==> src/verilog/dac_ctrl_regs.svh <==
// Register offsets, field positions, reset values and timing constants
`ifndef DAC_CTRL_REGS_SVH
`define DAC_CTRL_REGS_SVH
`define OFS_OPERATION 8'h01
`define OFS_CODE 8'h21
`define OFS_MARGIN_HI 8'h25
`define OFS_MARGIN_LO 8'h26
`define OFS_ALARM_CFG 8'h40
`define OFS_TRIGGER 8'hd3
`define TRIG_RESET 16'h0008
`define CODE_RESET 16'h0000
`define ALARM_RESET 16'h0000
`define TRIG_UNLOCK_MSB 15
`define TRIG_UNLOCK_LSB 12
`define TRIG_CFG_RESET 9
`define TRIG_WAVE_RUN 8
`define TRIG_MARGIN_HI 7
`define TRIG_MARGIN_LO 6
`define TRIG_RECALL 5
`define TRIG_PROGRAM 4
`define UNLOCK_CODE 4'h5
`define SWRST_IDLE 4'h8
`define SWRST_GO 4'ha
`define OP_OFF 8'h00
`define OP_ON 8'h80
`define OP_MARGIN_HI 8'ha4
`define OP_MARGIN_LO 8'h94
`define ALARM_HP_BIT 10
`define ALARM_MP_BIT 9
`define ALARM_LP_BIT 8
`define ALARM_CFG_MASK 16'h073f
`define CLK_HZ 25000000
`define TICK_MS 1
`define CYCLES_PER_MS (`CLK_HZ / 1000 * `TICK_MS)
`define LP_GAP_MS 16000
`endif

==> src/verilog/dac_ctrl_pkg.sv <==
// Types shared by the converter control block and its alarm timer
package dac_ctrl_pkg;
  typedef struct packed {
    logic wr;
    logic rd;
    logic [7:0] addr;
    logic [15:0] wdata;
  } reg_req_t;
  typedef struct packed {
    logic [9:0] code;
    logic [9:0] margin_hi;
    logic [9:0] margin_lo;
  } storage_image_t;
  typedef struct packed {
    logic hp;
    logic mp;
    logic lp;
    logic [1:0] gap;
    logic [1:0] off;
    logic [1:0] on;
  } alarm_cfg_t;
  typedef enum logic [1:0] {
    TONE_IDLE = 2'b00,
    TONE_ON = 2'b01,
    TONE_OFF = 2'b10,
    TONE_GAP = 2'b11
  } tone_state_t;
endpackage

==> src/verilog/alarm_tone_timer.sv <==
// Alarm tone burst sequencer driven by the alarm configuration fields
`timescale 1ns/1ns
`include "dac_ctrl_regs.svh"
module alarm_tone_timer #(
  parameter int CYCLES_PER_MS = `CYCLES_PER_MS,
  parameter int PULSES_PER_BURST = 3
) (
  // Clock and reset
  input wire logic clk_in,
  input wire logic srst_in,
  // Configuration
  input wire dac_ctrl_pkg::alarm_cfg_t cfg_in,
  // Tone
  output logic tone_out
);
  dac_ctrl_pkg::tone_state_t state_reg;
  logic [15:0] tick_reg;
  logic [13:0] ms_reg;
  logic [3:0] pulse_reg;
  logic [13:0] on_ms, off_ms, gap_ms;
  logic ms_tick;
  logic active;

  assign active = cfg_in.hp | cfg_in.mp | cfg_in.lp;
  assign ms_tick = (tick_reg == 16'(CYCLES_PER_MS - 1));

  // Highest priority wins when several are set
  always_comb begin
    if (cfg_in.hp) begin
      unique case (cfg_in.off)
        2'b00: off_ms = 14'd15; // see RULE14
        2'b01: off_ms = 14'd36;
        2'b10: off_ms = 14'd58;
        2'b11: off_ms = 14'd80;
      endcase
      unique case (cfg_in.on)
        2'b00: on_ms = 14'd80;
        2'b01: on_ms = 14'd103;
        2'b10: on_ms = 14'd126;
        2'b11: on_ms = 14'd150;
      endcase
      unique case (cfg_in.gap)
        2'b00: gap_ms = 14'd2550;
        2'b01: gap_ms = 14'd2960;
        2'b10: gap_ms = 14'd3380;
        2'b11: gap_ms = 14'd3800;
      endcase
    end else begin
      unique case (cfg_in.off)
        2'b00: off_ms = 14'd40; // see RULE12
        2'b01: off_ms = 14'd60;
        2'b10: off_ms = 14'd80;
        2'b11: off_ms = 14'd100;
      endcase
      unique case (cfg_in.on)
        2'b00: on_ms = 14'd130; // see RULE13
        2'b01: on_ms = 14'd153;
        2'b10: on_ms = 14'd176;
        2'b11: on_ms = 14'd200;
      endcase
      if (cfg_in.mp) begin
        unique case (cfg_in.gap)
          2'b00: gap_ms = 14'd2600;
          2'b01: gap_ms = 14'd3060;
          2'b10: gap_ms = 14'd3520;
          2'b11: gap_ms = 14'd4000;
        endcase
      end else begin
        gap_ms = 14'(`LP_GAP_MS); // see RULE11
      end
    end
  end

  always_ff @(posedge clk_in) begin
    if (srst_in || !active || ms_tick) begin
      tick_reg <= 16'h0000;
    end else begin
      tick_reg <= tick_reg + 16'h0001;
    end
  end

  always_ff @(posedge clk_in) begin
    if (srst_in || !active) begin
      state_reg <= dac_ctrl_pkg::TONE_IDLE;
      ms_reg <= 14'h0000;
      pulse_reg <= 4'h0;
    end else if (state_reg == dac_ctrl_pkg::TONE_IDLE) begin
      state_reg <= dac_ctrl_pkg::TONE_ON;
      ms_reg <= 14'h0000;
      pulse_reg <= 4'h0;
    end else if (ms_tick) begin
      ms_reg <= ms_reg + 14'h0001;
      unique case (state_reg)
        dac_ctrl_pkg::TONE_ON: begin
          if (ms_reg + 14'h0001 >= on_ms) begin
            state_reg <= dac_ctrl_pkg::TONE_OFF;
            ms_reg <= 14'h0000;
            pulse_reg <= pulse_reg + 4'h1;
          end
        end
        dac_ctrl_pkg::TONE_OFF: begin
          if (ms_reg + 14'h0001 >= off_ms) begin
            ms_reg <= 14'h0000;
            state_reg <= (pulse_reg >= 4'(PULSES_PER_BURST)) ?
                         dac_ctrl_pkg::TONE_GAP : dac_ctrl_pkg::TONE_ON;
          end
        end
        dac_ctrl_pkg::TONE_GAP: begin
          if (ms_reg + 14'h0001 >= gap_ms) begin
            ms_reg <= 14'h0000;
            pulse_reg <= 4'h0;
            state_reg <= dac_ctrl_pkg::TONE_ON;
          end
        end
        dac_ctrl_pkg::TONE_IDLE: begin
          ms_reg <= 14'h0000;
        end
      endcase
    end
  end

  always_ff @(posedge clk_in) begin
    if (srst_in) begin
      tone_out <= 1'b0;
    end else begin
      tone_out <= active && (state_reg == dac_ctrl_pkg::TONE_ON);
    end
  end
endmodule

==> src/verilog/dac_trigger_alarm_control.sv <==
// Trigger, converter code, margin and alarm configuration register logic
`timescale 1ns/1ns
`include "dac_ctrl_regs.svh"
// How it works
// RULE1: Trigger at D3h, resets to 0008h.
// RULE2: Code 0101 in top nibble unlocks device.
// RULE3: Bit 9 restores factory defaults; zero ignored.
// RULE4: Bit 8 runs continuous waveform generation.
// RULE5: Bit 7 ramps to margin high, self-clears.
// RULE6: Bit 6 ramps to margin low, self-clears.
// RULE7: Bit 5 recalls storage, busy, self-clears.
// RULE8: Bit 4 programs storage, busy, self-clears.
// RULE9: Soft reset 1010 recalls, defaults rest.
// RULE10: Trigger bits 11:10 are ignored.
// RULE11: Low priority burst gap always 16 s.
// RULE12: Low priority off time 40-100 ms.
// RULE13: Low priority on time 130-200 ms.
// RULE14: High priority off time 15-80 ms.
// RULE15: Alarm bits 7:6 reserved, read zero.
// RULE16: Code register at 21h, resets 0000h.
// RULE17: Code write updates output at once.
// RULE18: Operation byte: off, on, margin high/low.
// RULE19: Self-clearing bits read zero when done.
module dac_trigger_alarm_control #(
  parameter int CODE_BITS = 10,
  parameter int CYCLES_PER_MS = `CYCLES_PER_MS,
  parameter int PULSES_PER_BURST = 3
) (
  // Clock and reset
  input wire logic clk_in,
  input wire logic srst_in,
  // Register access from the serial interface
  input wire dac_ctrl_pkg::reg_req_t req_in,
  output logic [15:0] rdata_out,
  output logic rvalid_out,
  // Nonvolatile storage handshake
  output logic storage_recall_req_out,
  output logic storage_write_req_out,
  output dac_ctrl_pkg::storage_image_t storage_wdata_out,
  input wire dac_ctrl_pkg::storage_image_t storage_rdata_in,
  input wire logic storage_done_in,
  output logic storage_busy_flag_out,
  // Converter and device control
  output logic [9:0] active_code_out,
  output logic output_on_out,
  output logic waveform_run_out,
  output logic unlock_out,
  output logic tone_out
);
  localparam logic [9:0] CODE_MASK = 10'(10'h3ff << (10 - CODE_BITS));

  logic [9:0] code_reg;
  logic [9:0] margin_hi_reg;
  logic [9:0] margin_lo_reg;
  logic [9:0] active_reg;
  logic [7:0] op_reg;
  logic [15:0] alarm_reg;
  logic margin_hi_reg_bit;
  logic margin_lo_reg_bit;
  logic recall_reg;
  logic program_reg;
  logic wave_reg;
  logic unlock_reg;
  logic out_on_reg;
  logic wr_trig;
  logic wr_code;
  logic wr_op;
  logic cfg_reset;
  logic soft_reset;
  logic busy;
  logic recall_done;
  logic [9:0] wr_field;
  logic [9:0] margin_target;
  logic margin_active;
  dac_ctrl_pkg::alarm_cfg_t alarm_cfg;

  assign wr_trig = req_in.wr && (req_in.addr == `OFS_TRIGGER); // see RULE1
  assign wr_code = req_in.wr && (req_in.addr == `OFS_CODE); // see RULE16
  assign wr_op = req_in.wr && (req_in.addr == `OFS_OPERATION);
  assign wr_field = req_in.wdata[11:2] & CODE_MASK; // see RULE17
  // Only a one starts the reset; a zero in bit 9 does nothing
  assign cfg_reset = wr_trig && req_in.wdata[`TRIG_CFG_RESET]; // see RULE3
  assign soft_reset = wr_trig && (req_in.wdata[3:0] == `SWRST_GO); // see RULE9
  assign busy = recall_reg | program_reg;
  assign recall_done = recall_reg && storage_done_in;
  assign margin_active = margin_hi_reg_bit | margin_lo_reg_bit;
  assign margin_target = margin_hi_reg_bit ? margin_hi_reg : margin_lo_reg;

  // Unlock, waveform run and output on/off
  always_ff @(posedge clk_in) begin
    if (srst_in || cfg_reset || soft_reset) begin
      unlock_reg <= 1'b0;
      wave_reg <= 1'b0;
    end else if (wr_trig) begin
      // Bits 11:10 are never decoded
      if (req_in.wdata[`TRIG_UNLOCK_MSB:`TRIG_UNLOCK_LSB] == `UNLOCK_CODE) begin
        unlock_reg <= 1'b1; // see RULE2
      end
      wave_reg <= req_in.wdata[`TRIG_WAVE_RUN]; // see RULE4 RULE10
    end
  end

  always_ff @(posedge clk_in) begin
    if (srst_in || cfg_reset || soft_reset) begin
      op_reg <= 8'h00;
      out_on_reg <= 1'b0;
    end else if (wr_op) begin
      op_reg <= req_in.wdata[15:8];
      if (req_in.wdata[15:8] == `OP_OFF) begin
        out_on_reg <= 1'b0; // see RULE18
      end else if (req_in.wdata[15:8] == `OP_ON) begin
        out_on_reg <= 1'b1; // see RULE18
      end
    end
  end

  // Margin commands; a new request wins over completion in the same cycle
  always_ff @(posedge clk_in) begin
    if (srst_in || cfg_reset || soft_reset) begin
      margin_hi_reg_bit <= 1'b0;
      margin_lo_reg_bit <= 1'b0;
    end else if (wr_trig && req_in.wdata[`TRIG_MARGIN_HI]) begin
      margin_hi_reg_bit <= 1'b1; // see RULE5
      margin_lo_reg_bit <= 1'b0;
    end else if (wr_trig && req_in.wdata[`TRIG_MARGIN_LO]) begin
      margin_hi_reg_bit <= 1'b0;
      margin_lo_reg_bit <= 1'b1; // see RULE6
    end else if (wr_op && req_in.wdata[15:8] == `OP_MARGIN_HI) begin
      margin_hi_reg_bit <= 1'b1; // see RULE18
      margin_lo_reg_bit <= 1'b0;
    end else if (wr_op && req_in.wdata[15:8] == `OP_MARGIN_LO) begin
      margin_hi_reg_bit <= 1'b0;
      margin_lo_reg_bit <= 1'b1; // see RULE18
    end else if (margin_active && active_reg == margin_target) begin
      margin_hi_reg_bit <= 1'b0; // see RULE5 RULE6 RULE19
      margin_lo_reg_bit <= 1'b0;
    end
  end

  // Storage recall and program; triggers while busy are dropped
  always_ff @(posedge clk_in) begin
    if (srst_in || cfg_reset) begin
      recall_reg <= 1'b0;
      program_reg <= 1'b0;
    end else if (busy) begin
      if (storage_done_in) begin
        recall_reg <= 1'b0; // see RULE7 RULE19
        program_reg <= 1'b0; // see RULE8 RULE19
      end
    end else if (soft_reset) begin
      recall_reg <= 1'b1; // see RULE9
    end else if (wr_trig && req_in.wdata[`TRIG_RECALL]) begin
      recall_reg <= 1'b1; // see RULE7
    end else if (wr_trig && req_in.wdata[`TRIG_PROGRAM]) begin
      program_reg <= 1'b1; // see RULE8
    end
  end

  // Code registers: defaults on configuration reset, image on recall
  always_ff @(posedge clk_in) begin
    if (srst_in || cfg_reset) begin
      code_reg <= 10'(`CODE_RESET >> 2);
      margin_hi_reg <= 10'h000;
      margin_lo_reg <= 10'h000;
    end else if (recall_done) begin
      code_reg <= storage_rdata_in.code & CODE_MASK; // see RULE7 RULE9
      margin_hi_reg <= storage_rdata_in.margin_hi & CODE_MASK;
      margin_lo_reg <= storage_rdata_in.margin_lo & CODE_MASK;
    end else if (req_in.wr) begin
      if (wr_code) begin
        code_reg <= wr_field;
      end
      if (req_in.addr == `OFS_MARGIN_HI) begin
        margin_hi_reg <= wr_field;
      end
      if (req_in.addr == `OFS_MARGIN_LO) begin
        margin_lo_reg <= wr_field;
      end
    end
  end

  // Active output code: direct write beats recall beats margin ramp
  always_ff @(posedge clk_in) begin
    if (srst_in || cfg_reset) begin
      active_reg <= 10'h000;
    end else if (wr_code) begin
      active_reg <= wr_field; // see RULE17
    end else if (recall_done) begin
      active_reg <= storage_rdata_in.code & CODE_MASK;
    end else if (margin_active && active_reg < margin_target) begin
      active_reg <= active_reg + 10'h001; // see RULE5 RULE6
    end else if (margin_active && active_reg > margin_target) begin
      active_reg <= active_reg - 10'h001;
    end
  end

  // Alarm configuration; reserved bits 7:6 are masked off
  always_ff @(posedge clk_in) begin
    if (srst_in || cfg_reset || soft_reset) begin
      alarm_reg <= `ALARM_RESET;
    end else if (req_in.wr && req_in.addr == `OFS_ALARM_CFG) begin
      alarm_reg <= req_in.wdata & `ALARM_CFG_MASK; // see RULE15
    end
  end

  assign alarm_cfg.hp = alarm_reg[`ALARM_HP_BIT];
  assign alarm_cfg.mp = alarm_reg[`ALARM_MP_BIT];
  assign alarm_cfg.lp = alarm_reg[`ALARM_LP_BIT];
  assign alarm_cfg.gap = alarm_reg[5:4];
  assign alarm_cfg.off = alarm_reg[3:2];
  assign alarm_cfg.on = alarm_reg[1:0];

  alarm_tone_timer #(
    .CYCLES_PER_MS(CYCLES_PER_MS),
    .PULSES_PER_BURST(PULSES_PER_BURST)
  ) u_tone (
    .clk_in(clk_in),
    .srst_in(srst_in),
    .cfg_in(alarm_cfg),
    .tone_out(tone_out)
  );

  // Read path: trigger shows live command state, soft reset field idles
  always_ff @(posedge clk_in) begin
    if (srst_in) begin
      rdata_out <= 16'h0000;
      rvalid_out <= 1'b0;
    end else begin
      rvalid_out <= req_in.rd;
      if (req_in.rd) begin
        unique case (req_in.addr)
          `OFS_TRIGGER: rdata_out <= {8'h00, margin_hi_reg_bit, margin_lo_reg_bit,
                                      recall_reg, program_reg, `SWRST_IDLE}; // see RULE1 RULE19
          `OFS_OPERATION: rdata_out <= {op_reg, 8'h00};
          default: rdata_out <= 16'h0000;
        endcase
      end
    end
  end

  assign storage_recall_req_out = recall_reg;
  assign storage_write_req_out = program_reg;
  assign storage_busy_flag_out = busy; // see RULE7 RULE8
  assign storage_wdata_out.code = code_reg;
  assign storage_wdata_out.margin_hi = margin_hi_reg;
  assign storage_wdata_out.margin_lo = margin_lo_reg;
  assign active_code_out = active_reg;
  assign output_on_out = out_on_reg;
  assign waveform_run_out = wave_reg;
  assign unlock_out = unlock_reg;
endmodule

==> config.mk <==
export PLATFORM = sky130hd
export DESIGN_NAME = dac_trigger_alarm_control
export DESIGN_NICKNAME = d
export VERILOG_FILES = /design/src/verilog/dac_ctrl_pkg.sv /design/src/verilog/alarm_tone_timer.sv /design/src/verilog/dac_trigger_alarm_control.sv
export VERILOG_INCLUDE_DIRS = /design/src /design/src/verilog
export SDC_FILE = /design/constraint.sdc
export NUM_CORES = 1
export LEC_CHECK = 0
export ABC_AREA = 1
export BUFFER_PORTS_ARGS = -buffer_cell sky130_fd_sc_hd__buf_2
export CAP_MARGIN = 20
export CORE_MARGIN = 2
export CORE_UTILIZATION = 50
export CTS_CLUSTER_SIZE = 30
export DETAILED_ROUTE_END_ITERATION = 7
export HOLD_SLACK_MARGIN = 0.15
export PLACE_DENSITY = 0.76
export SYNTH_ARGS = -nofsm -noshare
export SYNTH_HDL_FRONTEND = slang
export SYNTH_SLANG_ARGS = --single-unit
==> constraint.sdc <==
create_clock -name clk_in -period 8.15 [get_ports clk_in]
set_input_delay 1.2225 -clock clk_in [delete_from_list [all_inputs] [get_ports clk_in]]
set_output_delay 1.2225 -clock clk_in [all_outputs]
set_load 0.05 [all_outputs]
==> flow_metrics.tcl <==
set metrics [dict create \
    outcome "complete, no violations" \
    yosysUniqueCellTypes 50 \
    cts.sinks 115 \
    timing.critical_path.to_type "flip-flop" \
    tightestPinTransition_ns 0.9573 \
    tritoncts "done" \
    fin_setup_tns_ns 0 \
    worst_hold_startpoint "code_reg[7]$_SDFFE_PP0P_" \
    drt_first_iter_violations 537 \
    drv_slew 0 \
    cts_post_setup_buffers_inserted 0 \
    initial_core_util_pct 51.48 \
    setup.worst_path.start_class "input pin" \
    final_design_area_no_fill_um2 8855 \
    num-nets-final 1347 \
    grt_residual_overflow 0 \
    ios 123 \
    ctsHtreeMaxLevel 4 \
    core_region_area_um2 14640 \
    n_antenna_cell 0 \
    power_density_nw_per_um2 158.2 \
    synth_top_cell_by_area "sky130_fd_sc_hd__dfxtp_1" \
    ys.warnings.count 0 \
    finalHoldViolations 0 \
    fillerInstances 1396 \
    power.leakage_nw 4.107 \
    synth-async-reset-ratio_pct 0 \
    first_pass_grt_wire_length_um 32380 \
    grt_setup_unrepaired "no" \
    tritoncts.num_buffers 17 \
    hold_slack_ns 0.4628 \
    cts.hold.buffers_added 0 \
    routed-via-count 7581 \
    worst_r2r_path_cells 18 \
    synth_seq_cells 115 \
    dp_hpwl_um 14950 \
    achievable-frequency_mhz 247.1 \
    detail-route-antenna-nets 0 \
    critical_path.reg2reg.endpoint "active_code_out[7]$_SDFFE_PP0P_" \
    dieHeight_um 126.8 \
    crit_type "in2reg" \
    groute.usage.overall_pct 24.64 \
    antenna_found_initial 0 \
    post_cts.resized_instances 0 \
    viasPerCell 5.339 \
    setup_viol 0 \
    drt_pass1_iterations 5 \
    routedWlPerCell_um 13.90 \
    layout_min_cycle_time_ns 4.047 \
    worstReg2RegStart "margin_hi_reg_bit$_SDFFE_PP0P_" \
    largest_net_degree_at_the_start_of_global_routing 36 \
    synth.yosys.seq_area_share_pct 30.54 \
    whs_endpoint "code_reg[7]$_SDFFE_PP0P_" \
    synthDominantCellAreaShare_pct 30.54 \
    dieArea_um2 16080 \
    synth_top_flop_cell "sky130_fd_sc_hd__dfxtp_1" \
    vias_in_the_first_global_route 6895 \
    row_count 44 \
    timing.critical_path.required_ns 8.50 \
    final.setup_skew_ns 0.009967 \
    clk_pin_slew_worst_paths_ns 0.06 \
    worstHoldPathType "reg2reg" \
    final.period_utilization_pct 49.66 \
    largest_reg_flops 16 \
    crit_fanout 35 \
    max_cap_violations 0 \
    io_buffer_count 119 \
    p_total_mw 1.401 \
    regToRegSetupSlack_ns 4.29 \
    weighted_congestion_at_the_end_of_routability_driven_global_placement 0.9114 \
    syn-cell-area_um2 7538 \
    synth_most_common_cell "sky130_fd_sc_hd__nand2_1" \
    relSlewSlack_pct 35.95 \
    layout-drive-gt1-share_pct 17.64 \
    maximum_vdd_drop_v 0.0001587 \
    ctsLongestPathBuffers 2 \
    cp_data_arrival_time_ns 4.39 \
    routed_wirelength_um 19740 \
    cts_root_buf "sky130_fd_sc_hd__clkbuf_16" \
    dpl_cell_area_um2 8242 \
    clock_latency_of_the_later_clocked_register_in_the_worst_skew_pair_ns 0.41 \
    hold-path-cell-count 2 \
    synth.cells.most_frequent "sky130_fd_sc_hd__nand2_1 (254), sky130_fd_sc_hd__inv_1 (143), sky130_fd_sc_hd__dfxtp_1 (115), sky130_fd_sc_hd__nor2_1 (109), sky130_fd_sc_hd__a21oi_1 (102)" \
    drt_drc_violations_left 0 \
    synth_top_cells_by_area "sky130_fd_sc_hd__dfxtp_1 (31%), sky130_fd_sc_hd__nand2_1 (13%), sky130_fd_sc_hd__ha_1 (11%)" \
    count_of_flip_flops_with_a_built_in_enable_after_synthesis 0 \
    fp.dieW_um 126.8 \
    syn_avg_cell_area_um2 6.798 \
    post_synth_inst_count 1109 \
    area.growth.synth_to_final_pct 17.46 \
]
-- stage by stage --
step                      instances  setup slack, ns  util [%]
final                          1420            4.103     60.47
after detailed placement       1387            3.672     56.28
after CTS                      1419            4.114     60.42
after global placement         1387            3.880     56.28
after floorplan                1111            4.898         -
after global routing           1420            3.761     60.47
-- where the power goes --
part           switching, mW  total [mW]  internal, mW
logic                 0.0476      0.0676        0.0200
registers            0.00158       0.567         0.565
clock network          0.299       0.767         0.468
total                  0.348        1.40          1.05
-- worst max-delay path by stage --
stage / start / to / depth (start not counted)
floorplan: margin_hi_reg_bit$_SDFFE_PP0P_ / active_code_out[6]$_SDFFE_PP0P_ / 19
global placement: storage_done_in / active_code_out[1]$_SDFFE_PP0P_ / 10
detailed placement: storage_done_in / active_code_out[0]$_SDFFE_PP0P_ / 10
CTS: storage_done_in / active_code_out[0]$_SDFFE_PP0P_ / 10
global route: storage_done_in / active_code_out[1]$_SDFFE_PP0P_ / 10
finish: storage_done_in / active_code_out[0]$_SDFFE_PP0P_ / 10
-- metal layers --
metal | track usage, % | up-vias | part of all wire, %
met5 | 0 | - | 0
met4 | 9.955 | 0 | 2.8
met3 | 5.272 | 34 | 6.6
met2 | 39.24 | 260 | 45
met1 | 32.66 | 3420 | 45
li1 | - | 3867 | -
-- cells by family (layout without fill, tap and decap cells) --
logic type               Yosys count  after routing  share of synthesized area [%]
flip-flops                       115            115                          30.54
AO/OA/AOI/OAI                    226            226                          16.78
other                              1              3                        0.04974
AND/OR/NAND/NOR                  493            493                          29.00
adder cells (fa/ha/maj)           65             65                          10.89
buffers and inverters            185            310                          9.792
multiplexers                      10             10                          1.328
XOR/XNOR                          14             14                          1.627
-- layout by cell type (no fill, tap or decap), types with 6 or more instances in the layout --
cell type                     n
sky130_fd_sc_hd__o21ai_0     66
sky130_fd_sc_hd__a21oi_2      9
sky130_fd_sc_hd__nand2_2      8
sky130_fd_sc_hd__nand2_1    254
sky130_fd_sc_hd__mux2i_1     10
sky130_fd_sc_hd__inv_1      143
sky130_fd_sc_hd__nand4_1     15
sky130_fd_sc_hd__nor3_1      15
sky130_fd_sc_hd__or2_2        9
sky130_fd_sc_hd__clkbuf_16   17
sky130_fd_sc_hd__inv_2        8
sky130_fd_sc_hd__nor2_1     109
sky130_fd_sc_hd__a211oi_1     7
sky130_fd_sc_hd__nor2_2      15
sky130_fd_sc_hd__inv_6        6
sky130_fd_sc_hd__nand3_1     37
sky130_fd_sc_hd__xor2_1       9
sky130_fd_sc_hd__nor4_1      10
sky130_fd_sc_hd__buf_2      119
sky130_fd_sc_hd__ha_1        64
sky130_fd_sc_hd__a21oi_1    102
sky130_fd_sc_hd__a31oi_1     17
sky130_fd_sc_hd__nand3b_1     6
sky130_fd_sc_hd__dfxtp_1    115
-- worst max-delay path, stage by stage --
cell and delay (ns):
sky130_fd_sc_hd__buf_2 0.11, sky130_fd_sc_hd__nand2_1 0.40, sky130_fd_sc_hd__clkinv_1 0.86, sky130_fd_sc_hd__nor2_2 0.70
sky130_fd_sc_hd__inv_2 0.21, sky130_fd_sc_hd__nor2_1 0.16, sky130_fd_sc_hd__nand2_1 0.25, sky130_fd_sc_hd__inv_2 0.22
sky130_fd_sc_hd__o21ai_0 0.12, sky130_fd_sc_hd__a21oi_1 0.13
-- final cells by class --
class,count,area [µm²],share of cell area [%]
repair buffers,124,633.1,7.150
flip-flops and latches,115,2302,26.00
multi-input cells,811,4506,50.88
clock inverters,14,166.4,1.879
inverters,154,578.1,6.528
clock buffers,18,439.2,4.960
well taps,184,230.2,2.600
Power figures use the tool's default switching activity.
